`src/shared/lowpower_cal_map.svh`:
```
// register map, field positions, reset values and delay counts
`ifndef LOWPOWER_CAL_MAP_SVH
`define LOWPOWER_CAL_MAP_SVH

// ***********************************************************
// register offsets
// ***********************************************************
`define LPC_ADDR_PIN_CFG      8'h6b
`define LPC_ADDR_SOFT_TRIG    8'h6c
`define LPC_ADDR_CONTROL      8'h6e
`define LPC_ADDR_STATUS       8'h6f
`define LPC_ADDR_BG_CTRL      8'h60

// ***********************************************************
// reset values
// ***********************************************************
`define LPC_RST_CONTROL       8'h88
`define LPC_RST_PIN_CFG       1'h0
`define LPC_RST_SOFT_TRIG     1'h1
`define LPC_RST_BG_CTRL       1'h0
`define LPC_RDATA_IDLE        8'h00

// ***********************************************************
// control field positions
// ***********************************************************
`define LPC_SLEEP_MSB         7
`define LPC_SLEEP_LSB         5
`define LPC_SETTLE_MSB        4
`define LPC_SETTLE_LSB        3
`define LPC_TRIG_MODE_BIT     1
`define LPC_ENABLE_BIT        0

// ***********************************************************
// delay counts: (2^n + 1) x 256 converter clock periods
// ***********************************************************
`define LPC_CNT_W             42
`define LPC_PERIODS(n)        (((42'h1 << (n)) + 42'h1) << 8)
`define LPC_SLEEP_CNT_0       `LPC_PERIODS(3)
`define LPC_SLEEP_CNT_1       `LPC_PERIODS(15)
`define LPC_SLEEP_CNT_2       `LPC_PERIODS(18)
`define LPC_SLEEP_CNT_3       `LPC_PERIODS(21)
`define LPC_SLEEP_CNT_4       `LPC_PERIODS(24)
`define LPC_SLEEP_CNT_5       `LPC_PERIODS(27)
`define LPC_SLEEP_CNT_6       `LPC_PERIODS(30)
`define LPC_SLEEP_CNT_7       `LPC_PERIODS(33)
`define LPC_SETTLE_CNT_0      `LPC_PERIODS(33)
`define LPC_SETTLE_CNT_1      `LPC_PERIODS(18)
`define LPC_SETTLE_CNT_2      `LPC_PERIODS(21)
`define LPC_SETTLE_CNT_3      `LPC_PERIODS(24)

`endif

```
`src/shared/lowpower_cal_pkg.sv`:
```
// types shared by the low-power calibration scheduler
package lowpower_cal_pkg;
    typedef enum logic [1:0] {
        ST_IDLE,
        ST_SLEEP,
        ST_SETTLE,
        ST_CAL
    } lpc_state_t;
endpackage

```
`src/hw/lowpower_cal_sleep_wake.sv`:
```
// low-power background calibration sleep and wake scheduler
`timescale 1ns/1ps
`include "lowpower_cal_map.svh"

// Operation
// - calibration off while enable bit is 0; also needs background enable
// - trigger-mode 0: each core sleeps the programmed interval, then wakes
// - trigger-mode 1: cores sleep until the calibration trigger is low
// - sleep code selects (2^N+1)x256 periods, N 3,15,18,21,24,27,30,33
// - settle code selects (2^N+1)x256 periods, N 33,18,21,24
// - control register at 0x6e, reset 0x88, all bits read/write
// - source select 0 uses software bit, 1 uses hardware pin
module lowpower_cal_sleep_wake #(
    parameter int unsigned NUM_CORES = 2,
    parameter logic [7:0][`LPC_CNT_W-1:0] SLEEP_CYCLES = {
        `LPC_SLEEP_CNT_7, `LPC_SLEEP_CNT_6, `LPC_SLEEP_CNT_5,
        `LPC_SLEEP_CNT_4, `LPC_SLEEP_CNT_3, `LPC_SLEEP_CNT_2,
        `LPC_SLEEP_CNT_1, `LPC_SLEEP_CNT_0},
    parameter logic [3:0][`LPC_CNT_W-1:0] SETTLE_CYCLES = {
        `LPC_SETTLE_CNT_3, `LPC_SETTLE_CNT_2,
        `LPC_SETTLE_CNT_1, `LPC_SETTLE_CNT_0}
) (
    input  wire logic                 clk_sys_i,
    input  wire logic                 rst_i,
    input  wire logic [7:0]           reg_addr_i,
    input  wire logic [7:0]           reg_wdata_i,
    input  wire logic                 reg_wr_i,
    input  wire logic                 reg_rd_i,
    output logic      [7:0]           reg_rdata_o,
    input  wire logic                 hardware_trigger_pin_i,
    input  wire logic [NUM_CORES-1:0] cal_done_i,
    output logic      [NUM_CORES-1:0] core_awake_o,
    output logic      [NUM_CORES-1:0] cal_start_o
);

    // ***********************************************************
    // register file
    // ***********************************************************
    logic [7:0]                   lowpower_cal_control_reg;
    logic                         trigger_source_sel_reg;
    logic                         software_trigger_bit_reg;
    logic                         background_cal_enable_reg;
    logic [7:0]                   rdata_reg;
    lowpower_cal_pkg::lpc_state_t state_reg;
    lowpower_cal_pkg::lpc_state_t state_next;
    logic [`LPC_CNT_W-1:0]        cnt_reg;
    logic [`LPC_CNT_W-1:0]        cnt_next;
    logic                         core_reg;
    logic [NUM_CORES-1:0]         awake_reg;
    logic [NUM_CORES-1:0]         start_reg;

    wire logic wr_ctrl   = reg_wr_i && (reg_addr_i == `LPC_ADDR_CONTROL);
    wire logic wr_pin    = reg_wr_i && (reg_addr_i == `LPC_ADDR_PIN_CFG);
    wire logic wr_soft   = reg_wr_i && (reg_addr_i == `LPC_ADDR_SOFT_TRIG);
    wire logic wr_bg     = reg_wr_i && (reg_addr_i == `LPC_ADDR_BG_CTRL);
    wire logic [7:0] status_word = {3'h0, core_reg, 2'(awake_reg),
                                    2'(state_reg)};
    wire logic [7:0] src_word    = {7'h0, trigger_source_sel_reg};
    wire logic [7:0] soft_word   = {7'h0, software_trigger_bit_reg};
    wire logic [7:0] bg_word     = {7'h0, background_cal_enable_reg};
    wire logic [7:0] rd_word =
        (reg_addr_i == `LPC_ADDR_CONTROL)   ? lowpower_cal_control_reg :
        (reg_addr_i == `LPC_ADDR_PIN_CFG)   ? src_word :
        (reg_addr_i == `LPC_ADDR_SOFT_TRIG) ? soft_word :
        (reg_addr_i == `LPC_ADDR_BG_CTRL)   ? bg_word :
        (reg_addr_i == `LPC_ADDR_STATUS)    ? status_word :
                                              `LPC_RDATA_IDLE;

    always_ff @(posedge clk_sys_i)
    begin
        if (rst_i)
        begin
            lowpower_cal_control_reg  <= `LPC_RST_CONTROL;
            trigger_source_sel_reg    <= `LPC_RST_PIN_CFG;
            software_trigger_bit_reg  <= `LPC_RST_SOFT_TRIG;
            background_cal_enable_reg <= `LPC_RST_BG_CTRL;
        end
        else
        begin
            if (wr_ctrl)
                lowpower_cal_control_reg <= reg_wdata_i;
            if (wr_pin)
                trigger_source_sel_reg <= reg_wdata_i[0];
            if (wr_soft)
                software_trigger_bit_reg <= reg_wdata_i[0];
            if (wr_bg)
                background_cal_enable_reg <= reg_wdata_i[0];
        end
    end

    // read data stands only in the cycle after the strobe
    always_ff @(posedge clk_sys_i)
    begin
        if (rst_i)
            rdata_reg <= `LPC_RDATA_IDLE;
        else
            rdata_reg <= reg_rd_i ? rd_word : `LPC_RDATA_IDLE;
    end
    assign reg_rdata_o = rdata_reg;

    // ***********************************************************
    // decode of control fields
    // ***********************************************************
    wire logic [2:0] sleep_sel =
        lowpower_cal_control_reg[`LPC_SLEEP_MSB:`LPC_SLEEP_LSB];
    wire logic [1:0] settle_sel =
        lowpower_cal_control_reg[`LPC_SETTLE_MSB:`LPC_SETTLE_LSB];
    wire logic trig_mode = lowpower_cal_control_reg[`LPC_TRIG_MODE_BIT];
    wire logic active = lowpower_cal_control_reg[`LPC_ENABLE_BIT] &&
                        background_cal_enable_reg;
    wire logic [`LPC_CNT_W-1:0] sleep_target = SLEEP_CYCLES[sleep_sel];
    wire logic [`LPC_CNT_W-1:0] settle_target = SETTLE_CYCLES[settle_sel];
    wire logic trig_level = trigger_source_sel_reg ? hardware_trigger_pin_i
                                                   : software_trigger_bit_reg;
    wire logic sleep_over  = (cnt_reg == sleep_target - `LPC_CNT_W'(1));
    wire logic settle_over = (cnt_reg == settle_target - `LPC_CNT_W'(1));
    wire logic core_done   = cal_done_i[core_reg];
    // trigger low wakes, interval expiry wakes
    wire logic wake_now = trig_mode ? !trig_level : sleep_over;

    // ***********************************************************
    // sleep, settle, calibrate sequencer
    // ***********************************************************
    always_comb
    begin
        state_next = state_reg;
        cnt_next   = cnt_reg + `LPC_CNT_W'(1);
        unique case (state_reg)
            lowpower_cal_pkg::ST_IDLE:
            begin
                cnt_next = '0;
                if (active)
                    state_next = lowpower_cal_pkg::ST_SLEEP;
            end
            lowpower_cal_pkg::ST_SLEEP:
                if (wake_now)
                begin
                    state_next = lowpower_cal_pkg::ST_SETTLE;
                    cnt_next   = '0;
                end
            lowpower_cal_pkg::ST_SETTLE:
                if (settle_over)
                begin
                    state_next = lowpower_cal_pkg::ST_CAL;
                    cnt_next   = '0;
                end
            lowpower_cal_pkg::ST_CAL:
            begin
                cnt_next = '0;
                if (core_done)
                    state_next = lowpower_cal_pkg::ST_SLEEP;
            end
        endcase
        // disable aborts the sequence at once
        if (!active)
        begin
            state_next = lowpower_cal_pkg::ST_IDLE;
            cnt_next   = '0;
        end
    end

    always_ff @(posedge clk_sys_i)
    begin
        if (rst_i)
        begin
            state_reg <= lowpower_cal_pkg::ST_IDLE;
            cnt_reg   <= '0;
        end
        else
        begin
            state_reg <= state_next;
            cnt_reg   <= cnt_next;
        end
    end

    // cores take turns so only one is ever off its sleep at a time
    always_ff @(posedge clk_sys_i)
    begin
        if (rst_i)
            core_reg <= 1'b0;
        else if (active && state_reg == lowpower_cal_pkg::ST_CAL && core_done)
            core_reg <= ~core_reg;
    end

    // ***********************************************************
    // per-core wake and start outputs
    // ***********************************************************
    genvar gi;
    generate
        for (gi = 0; gi < NUM_CORES; gi++)
        begin : g_core
            always_ff @(posedge clk_sys_i)
            begin
                if (rst_i)
                begin
                    awake_reg[gi] <= 1'b0;
                    start_reg[gi] <= 1'b0;
                end
                else
                begin
                    awake_reg[gi] <= (core_reg == 1'(gi)) &&
                        (state_next == lowpower_cal_pkg::ST_SETTLE ||
                         state_next == lowpower_cal_pkg::ST_CAL);
                    start_reg[gi] <= (core_reg == 1'(gi)) && active &&
                        state_reg == lowpower_cal_pkg::ST_SETTLE &&
                        settle_over;
                end
            end
        end
    endgenerate
    assign core_awake_o = awake_reg;
    assign cal_start_o  = start_reg;
endmodule // lowpower_cal_sleep_wake

```
`config.mk`:
```
export PLATFORM = sky130hd
export DESIGN_NAME = lowpower_cal_sleep_wake
export DESIGN_NICKNAME = d
export VERILOG_FILES = /design/src/shared/lowpower_cal_pkg.sv /design/src/hw/lowpower_cal_sleep_wake.sv
export VERILOG_INCLUDE_DIRS = /design/src /design/src/shared
export SDC_FILE = /design/constraint.sdc
export NUM_CORES = 1
export LEC_CHECK = 0
export BUFFER_PORTS_ARGS = -buffer_cell sky130_fd_sc_hd__buf_2
export CAP_MARGIN = 30
export CORE_MARGIN = 2
export CORE_UTILIZATION = 45
export CTS_CLUSTER_SIZE = 28
export DETAILED_ROUTE_END_ITERATION = 7
export HOLD_SLACK_MARGIN = 0.05
export PLACE_DENSITY = 0.69
export SYNTH_ARGS = -nofsm -noshare
export SYNTH_HDL_FRONTEND = slang
export SYNTH_SLANG_ARGS = --single-unit
```
`constraint.sdc`:
```
create_clock -name clk_sys_i -period 2.1 [get_ports clk_sys_i]
set_input_delay 0.315 -clock clk_sys_i [delete_from_list [all_inputs] [get_ports clk_sys_i]]
set_output_delay 0.315 -clock clk_sys_i [all_outputs]
set_load 0.01 [all_outputs]
```
Word level (Yosys, flattened, before mapping)
Memories as Yosys holds them, arrays and structs flattened. A register that Yosys moved wholly into a read port is not among the register bits.
Index checks and enable logic that the tools add are counted.
- flip-flop bits (word level): 68
- ROM bits: 336
- latch bits: 0
- output and inout port bits: 12
- memory bits (writable): 0
- word-level logic and storage cells: 77
- memories kept: 1
- bits of input ports: 23
- memory list (memory ; depth ; bits a word ; rd ports ; clocked after memory_dff ; write ports ; line ; RTL):
    (no name shown) ; 8 ; 42 ; 1 ; 1 ; 0 ; lowpower_cal_sleep_wake.sv:111 ; wire logic [`LPC_CNT_W-1:0] sleep_target = SLEEP_CYCLES[sleep_sel];
- reduce and logical (&&, ||, !) cells: 21
- add/sub/neg operators: 3
- multiplexer cells: 22
- div/mod/pow operators: 0
- equal/unequal tests: 12
- magnitude comparators: 3
- shift-type cells: 0
- bitwise logic cells: 3
- $mul: 0
- operator list (operator ; count):
    2-to-1 mux 42 bit ; 4
    case mux 42 bit (3 select lines) ; 1
    binary-select mux 42 bit (select 2 bit) ; 1
    == test 42 bit ; 2
    subtractor 42 x 1 -> 42 bit (second input constant) ; 2
    adder 42 x 1 -> 42 bit (second input constant) ; 1
    == test 8 x 7 -> 1 bit (second input constant) ; 5
    2-to-1 mux 5 bit ; 4
    logical AND 1 bit ; 15
    == test 2 bit (second input constant) ; 4
    2-to-1 mux 2 bit ; 4
    2-to-1 mux 8 bit ; 1
    case mux 2 bit (4 select lines) ; 1
    2-to-1 mux 3 bit ; 2
    OR reduction 2 bit ; 3
    less-than comparator 3 x 4 -> 1 bit (second input constant) ; 1
    2-to-1 mux 1 bit ; 4
    less-than comparator 2 x 3 -> 1 bit (second input constant) ; 1
    NOT 1 bit ; 3
    == test 2 x 1 -> 1 bit (second input constant) ; 1
    logical NOT 2 bit ; 1
    less-than comparator 1 x 2 -> 1 bit (second input constant) ; 1
    logical NOT 1 bit ; 1
    logical OR 1 bit ; 1

Depth between registers and ports, before layout
Gate-level depths: netlist (run 1).
- word-level depth: 11
- depth in mapped cells: 7
- depth with buffers taken out: 6

Least setup slack after synthesis (run 1)
No wires, ideal clock.
- path type: reg-to-reg
- start point: register lowpower_cal_control_reg[4]
- end point: register cnt_reg[36]
- required time: 1.973 ns
- stages on the path, launching flop included: 8
- slack: 0.261 ns
- buffers on the path: 2
- library setup time: 0.127 ns
- arrival: 1.712 ns
- cell sequence: dfxtp_1 -> buf_2 -> or3b_1 -> a2111oi_0 -> a211o_1 -> a2111o_2 -> buf_6 -> a22oi_1
- longest elaborated chain between the ends: 6
- ends and longest elaborated chain (item ; line ; RTL):
    from (decl) ; lowpower_cal_sleep_wake.sv:39 ; logic [7:0] lowpower_cal_control_reg;
    from (signal assigned) ; lowpower_cal_sleep_wake.sv:73 ; lowpower_cal_control_reg <= `LPC_RST_CONTROL;
    from (signal assigned) ; lowpower_cal_sleep_wake.sv:81 ; lowpower_cal_control_reg <= reg_wdata_i;
    binary-select mux 42 bit (select 2 bit) ; lowpower_cal_sleep_wake.sv:112 ; wire logic [`LPC_CNT_W-1:0] settle_target = SETTLE_CYCLES[settle_sel];
    2-to-1 mux 42 bit (implied by the code) ; lowpower_cal_sleep_wake.sv:112 ;
    subtractor 42 x 1 -> 42 bit ; lowpower_cal_sleep_wake.sv:116 ; wire logic settle_over = (cnt_reg == settle_target - `LPC_CNT_W'(1));
    == test 42 bit ; lowpower_cal_sleep_wake.sv:116 ;
    2-to-1 mux 42 bit ; lowpower_cal_sleep_wake.sv:142 ; if (settle_over)
    case mux 42 bit (3 select lines) ; lowpower_cal_sleep_wake.sv:128 ; unique case (state_reg)
    to (signal assigned) ; lowpower_cal_sleep_wake.sv:172 ; cnt_reg <= cnt_next;
    to (decl) ; lowpower_cal_sleep_wake.sv:46 ; logic [`LPC_CNT_W-1:0] cnt_reg;
No other way between the ends. The select of a mux whose other input is x is not followed.
A chain may end at the register's enable or synchronous reset.

Worst setup path after layout (run 1)
- start point: register cnt_reg[38]
- end point: register cnt_reg[11]
- longest elaborated chain between the ends: 4
- ends and longest elaborated chain (item ; line ; RTL):
    == test 42 bit ; lowpower_cal_sleep_wake.sv:115 ; wire logic sleep_over = (cnt_reg == sleep_target - `LPC_CNT_W'(1));
    2-to-1 mux 1 bit ; lowpower_cal_sleep_wake.sv:119 ; wire logic wake_now = trig_mode ? !trig_level : sleep_over;
    2-to-1 mux 42 bit ; lowpower_cal_sleep_wake.sv:136 ; if (wake_now)
    case mux 42 bit (3 select lines) (*) ; lowpower_cal_sleep_wake.sv:128 ;
Every way passes the cells marked *; elsewhere a longest branch is shown, timed or not.

==> results of run 1 <==
-- stage by stage --
stage               setup TNS (ns)  instance area [um^2]  hold slack, ns  std cells
floorplan                        0                  3610           0.431        414
global placement           -0.0196                  4000           0.449        553
detailed placement               0                  4000           0.475        553
CTS                              0                  4220           0.160        569
global route                     0                  4280           0.172        570
finish                           0                  4280           0.169        570
-- final cells by class --
class	instances	area [um^2]
fillers	720	3480
multi-input cells	307	1960
flip-flops and latches	76	1520
repair buffers	60	420
clock buffers	12	145
well taps	102	128
clock inverters	4	72.6
inverters	9	33.8
-- path summary, 6_finish.rpt --
path,start,end,slack (ns),depth (start not counted)
worst max-delay path,cnt_reg[38],cnt_reg[11],0.11,6
worst min-delay path,cal_done_i[1],core_reg,0.17,2
worst max register to register,cnt_reg[38],cnt_reg[11],0.11,6
worst min register to register,lowpower_cal_control_reg[2],lowpower_cal_control_reg[2],0.48,2
-- routing by layer --
metal,GRT usage,up-vias,wire [um]
met3,0.0443,12,464
met2,0.299,96,3800
met5,0,-,0
met4,0.0725,0,155
li1,-,1589,-
met1,0.283,1474,3970
-- report_power, final --
part	switching, mW	total (mW)	internal, mW
sequential	0.000423	1.44	1.44
combinational	0.0341	0.0589	0.0247
clock	0.526	1.23	0.701
-- Yosys cell counts (4+ instances only) --
| cell type | instances |
|---|---|
| and2_1 | 7 |
| mux2i_1 | 9 |
| and3_1 | 8 |
| a21oi_1 | 51 |
| o21ai_0 | 7 |
| inv_1 | 7 |
| nor2_1 | 30 |
| nand2_1 | 28 |
| buf_4 | 4 |
| buf_6 | 4 |
| nand4_1 | 25 |
| nor4_1 | 11 |
| or3_1 | 4 |
| nor3_1 | 10 |
| xor2_1 | 31 |
| and4_1 | 5 |
| xnor2_1 | 17 |
| buf_2 | 6 |
| nand3_1 | 29 |
| clkbuf_1 | 8 |
| dfxtp_1 | 76 |
-- what timing repair did --
action	4_1_cts	5_1_grt
resized for setup	0	9
setup endpoints to repair	0	44
endpoints found under the hold margin	0	0
-- logic make-up (layout without fill, tap and decap cells) --
kind of cell               after synthesis  after routing  synth area share
and+or+nand+nor                        173            173             0.265
AOI/OAI and AO/OA                       76             76             0.122
DFF                                     76             76             0.421
xor gates and xnor gates                48             48             0.116
buffers and inverters                   31             85            0.0468
muxes                                    9              9            0.0249
adders and majority gates                1              1           0.00346
-- worst reg2reg max path: cells and delay by family, from the launching register on --
kind	cells	cell delay, ns
AOI/OAI and AO/OA	2	0.32
DFF	1	0.43
xor gates and xnor gates	1	0.15
buffers and inverters	1	0.23
and+or+nand+nor	2	0.75
==> flow_metrics.env, run 1 <==
export IMPL_cp_start_kind="register"
export IMPL_crit_fanout=21
export IMPL_avgRoutedWirePerCell_um=14.7
export IMPL_core_um2=7770
export IMPL_status="finished clean"
export IMPL_largest_reg_flops=42
export IMPL_crit_chain="xnor2_1 -> nand4_1 -> or4_1 -> o21ai_4 -> clkbuf_16 -> a21oi_1"
export IMPL_die_w_um=93.6
export IMPL_drv_slew=0
export IMPL_setup_viol=0
export IMPL_cts_buffers=9
export IMPL_rsz0062_at_grt="no"
export IMPL_crit_family="simple AND/OR/NAND/NOR gates"
export IMPL_vias_per_cell=5.56
export IMPL_cts_sinks=76
export IMPL_pin_count=35
export IMPL_grt_pass1_wl_um=13900
export IMPL_first_pass_iters=5
export IMPL_drive_gt1_frac=0.194
export IMPL_nNetsFinal=487
export IMPL_period_needed_ns=1.99
export IMPL_leakage_nw=1.58
export IMPL_cp_required_ns=2.33
export IMPL_slew_headroom=0.701
export IMPL_maxCapViolCount=0
export IMPL_finalCritPeriodShare=0.945
export IMPL_endpoint_kind="register"
export IMPL_cts_htree_levels=3
export IMPL_grt_pass1_vias=2954
export IMPL_dp_hpwl_um=5780
export IMPL_synth_distinct_cells=52
export IMPL_crit_buf_inv=1
export IMPL_clk_latency_ns=0.35
export IMPL_slowest_stage="or4_1"
export IMPL_syn_area_um2=3610
export IMPL_hp_class="in -> reg"
export IMPL_synthTopCellsByArea="dfxtp_1 (42%), xor2_1 (7.5%), a21oi_1 (7.1%), nand4_1 (4.3%), xnor2_1 (4.1%)"
export IMPL_final_common_cell="dfxtp_1"
export IMPL_postSynthCellCount=414
export IMPL_synth_top_area_frac=0.421
export IMPL_area_growth_pct=18.6
export IMPL_cts_root_buf="clkbuf_8"
export IMPL_fmax_mhz=504
export IMPL_synth_seq_cells=76
export IMPL_cp_arrival_ns=2.22
export IMPL_n_antenna_cell=0
export IMPL_clk_path_buf_depth=2
export IMPL_fin_ws_ns=0.115
export IMPL_final_cell_mix="dfxtp_1 (75), a21oi_1 (51), buf_2 (34), xor2_1 (31), nor2_1 (30)"
export IMPL_dieArea_um2=8760
export IMPL_syn_nets=438
export IMPL_grt_util_all_layers=0.200
export IMPL_first_iter_violations=176
export IMPL_port_buffers=34
export IMPL_gp_congestion=0.920
export IMPL_hold_viol=0
export IMPL_synth_area_leader_cell="dfxtp_1"
export IMPL_pre_cts_slack_ns=0.0163
export IMPL_worstSetupPathType="reg -> reg"
export IMPL_cts_tree="done"
export IMPL_finClkSkew_ns=0.0116
export IMPL_yosysWarnings=0
export IMPL_num_rows=32
export IMPL_path_clk_slew_ns=0.08
export IMPL_route_detailed_drc=0
export IMPL_cts_hold_buf=0
export IMPL_grt_max_degree=43
export IMPL_peakVddDrop_mv=0.411
export IMPL_antenna_left=0
export IMPL_start_util=0.465
export IMPL_post_cts_buffers=0
export IMPL_antenna_found_initial=0
export IMPL_synth_edff_count=0
export IMPL_grt_overflow=0
export IMPL_syn_area_per_cell_um2=8.72
export IMPL_synth_ff_type="dfxtp_1"
export IMPL_pwr_density_cell_nw_per_um2=636
export IMPL_die_h_um=93.6
export IMPL_final_util=0.552
export IMPL_drt_total_wl_um=8390
export IMPL_seq_area_frac_synth=0.421
export IMPL_num_vias=3171
export IMPL_worst_pin_slew_ns=0.442
export IMPL_synthArstFlopShare=0
export IMPL_max_stage_delay_ns=0.63
export IMPL_total_power_mw=2.73
Note: power is estimated with default switching activity, not from simulation.
==> run 2, diff against run 1 <==
- CTS_BUF_LIST: unset -> sky130_fd_sc_hd__clkbuf_4
- CTS_CLUSTER_DIAMETER: unset -> 200
==> run 2 against run 1 <==
- first-iteration DRC count rose by 11%
- wire length fell by 1.8%
- critical path type unchanged
- largest power group unchanged
- non-clock buffer count did not move
- design area fell by 1.5%
- largest cell class unchanged
- fmax fell by 0.41%
==> flow_metrics.env, run 2 (synthesized netlist as in run 1, its figures left out) <==
export IMPL_nNetsFinal=487
export IMPL_max_stage_delay_ns=0.63
export IMPL_status="finished clean"
export IMPL_post_cts_buffers=0
export IMPL_hold_slack_ns=0.0904
export IMPL_seq_area_um2=1530
export IMPL_layout_cells_non_filler=570
export IMPL_cts_htree_levels=3
export IMPL_crit_chain="xnor2_1 -> nand4_1 -> or4_1 -> o21ai_4 -> clkbuf_16 -> a21oi_1"
export IMPL_path_clk_slew_ns=0.13
export IMPL_fmax_mhz=502
export IMPL_slowest_stage="or4_1"
export IMPL_first_iter_violations=196
export IMPL_grt_pass1_wl_um=13700
export IMPL_avgRoutedWirePerCell_um=14.5
export IMPL_final_common_cell="dfxtp_1"
export IMPL_drv_slew=0
export IMPL_worstSetupPathType="reg -> reg"
export IMPL_cp_required_ns=2.40
export IMPL_cp_start_kind="register"
export IMPL_hp_class="in -> reg"
export IMPL_cts_tree="done"
export IMPL_num_vias=3170
export IMPL_antenna_found_initial=0
export IMPL_min_delay_start="cal_done_i[1]"
export IMPL_antenna_left=0
export IMPL_grt_max_degree=43
export IMPL_clk_path_buf_depth=2
export IMPL_pin_count=35
export IMPL_die_h_um=93.6
export IMPL_num_rows=32
export IMPL_grt_util_all_layers=0.196
export IMPL_core_um2=7770
export IMPL_hold_viol=0
export IMPL_port_buffers=34
export IMPL_slew_headroom=0.713
export IMPL_setup_viol=0
export IMPL_multi_input_area_um2=1950
export IMPL_final_cell_mix="dfxtp_1 (73), a21oi_1 (51), buf_2 (34), xor2_1 (31), nor2_1 (30)"
export IMPL_peakVddDrop_mv=0.292
export IMPL_reg2reg_from="cnt_reg[26]"
export IMPL_cts_buffers=9
export IMPL_cts_sinks=76
export IMPL_period_needed_ns=1.99
export IMPL_route_detailed_drc=0
export IMPL_place_inst=553
export IMPL_drt_total_wl_um=8240
export IMPL_n_antenna_cell=0
export IMPL_dieArea_um2=8760
export IMPL_grt_overflow=0
export IMPL_largest_reg_flops=42
export IMPL_maxCapViolCount=0
export IMPL_endpoint_kind="register"
export IMPL_first_pass_iters=4
export IMPL_n_fill_cell=730
export IMPL_pwr_density_cell_nw_per_um2=591
export IMPL_grt_pass1_vias=2941
export IMPL_leakage_nw=1.56
export IMPL_finalCritPeriodShare=0.949
export IMPL_start_util=0.465
export IMPL_gp_congestion=0.920
export IMPL_cts_resized=0
export IMPL_crit_fanout=21
export IMPL_crit_buf_inv=1
export IMPL_cts_hold_buf=0
export IMPL_area_growth_pct=16.9
export IMPL_critical_path_startpoint="cnt_reg[26]"
export IMPL_cts_root_buf="clkbuf_4"
export IMPL_finClkSkew_ns=0.0222
export IMPL_drive_gt1_frac=0.197
export IMPL_die_w_um=93.6
export IMPL_vias_per_cell=5.56
export IMPL_crit_family="simple AND/OR/NAND/NOR gates"
export IMPL_worst_pin_slew_ns=0.425
export IMPL_cp_arrival_ns=2.30
export IMPL_dp_hpwl_um=5780
export IMPL_clk_latency_ns=0.42
run 2: final timing paths:
kind	to	slack, ns	depth (start not counted)
worst min register to register	lowpower_cal_control_reg[2]	0.49	2
worst max-delay path	cnt_reg[11]	0.11	6
worst max register to register	cnt_reg[11]	0.11	6
worst min-delay path	core_reg	0.09	2
run 2: where the power goes:
group          total (mW)  internal [mW]  switching, mW
sequential           1.44           1.44       0.000424
clock               0.995          0.505          0.490
combinational      0.0590         0.0247         0.0343
run 2: final cells by class:
class	count	share of cell area
multi-input cells	307	0.463
flip-flops and latches	76	0.361
repair buffers	60	0.0996
well taps	102	0.0302
clock buffers	11	0.0196
clock inverters	5	0.0181
inverters	9	0.00800
run 2: metrics by stage:
stage               total power, mW  utilization  setup slack [ns]  cell area, um^2  TNS (ns)
floorplan                      1.50            -             0.261             3610         0
global placement               1.53        0.515          -0.00994             4000   -0.0196
detailed placement             1.53        0.515            0.0163             4000         0
CTS                            2.52        0.536           0.00101             4160         0
global route                   2.59        0.543          -0.00282             4220  -0.00282
finish                         2.50        0.543             0.107             4220         0
run 2: per-layer routing:
metal / wire [um] / vias up / track usage
met5: 0 / - / 0
met4: 155 / 0 / 0.0845
met3: 370 / 13 / 0.0322
met2: 3770 / 83 / 0.296
met1: 3940 / 1482 / 0.278
li1: - / 1592 / -
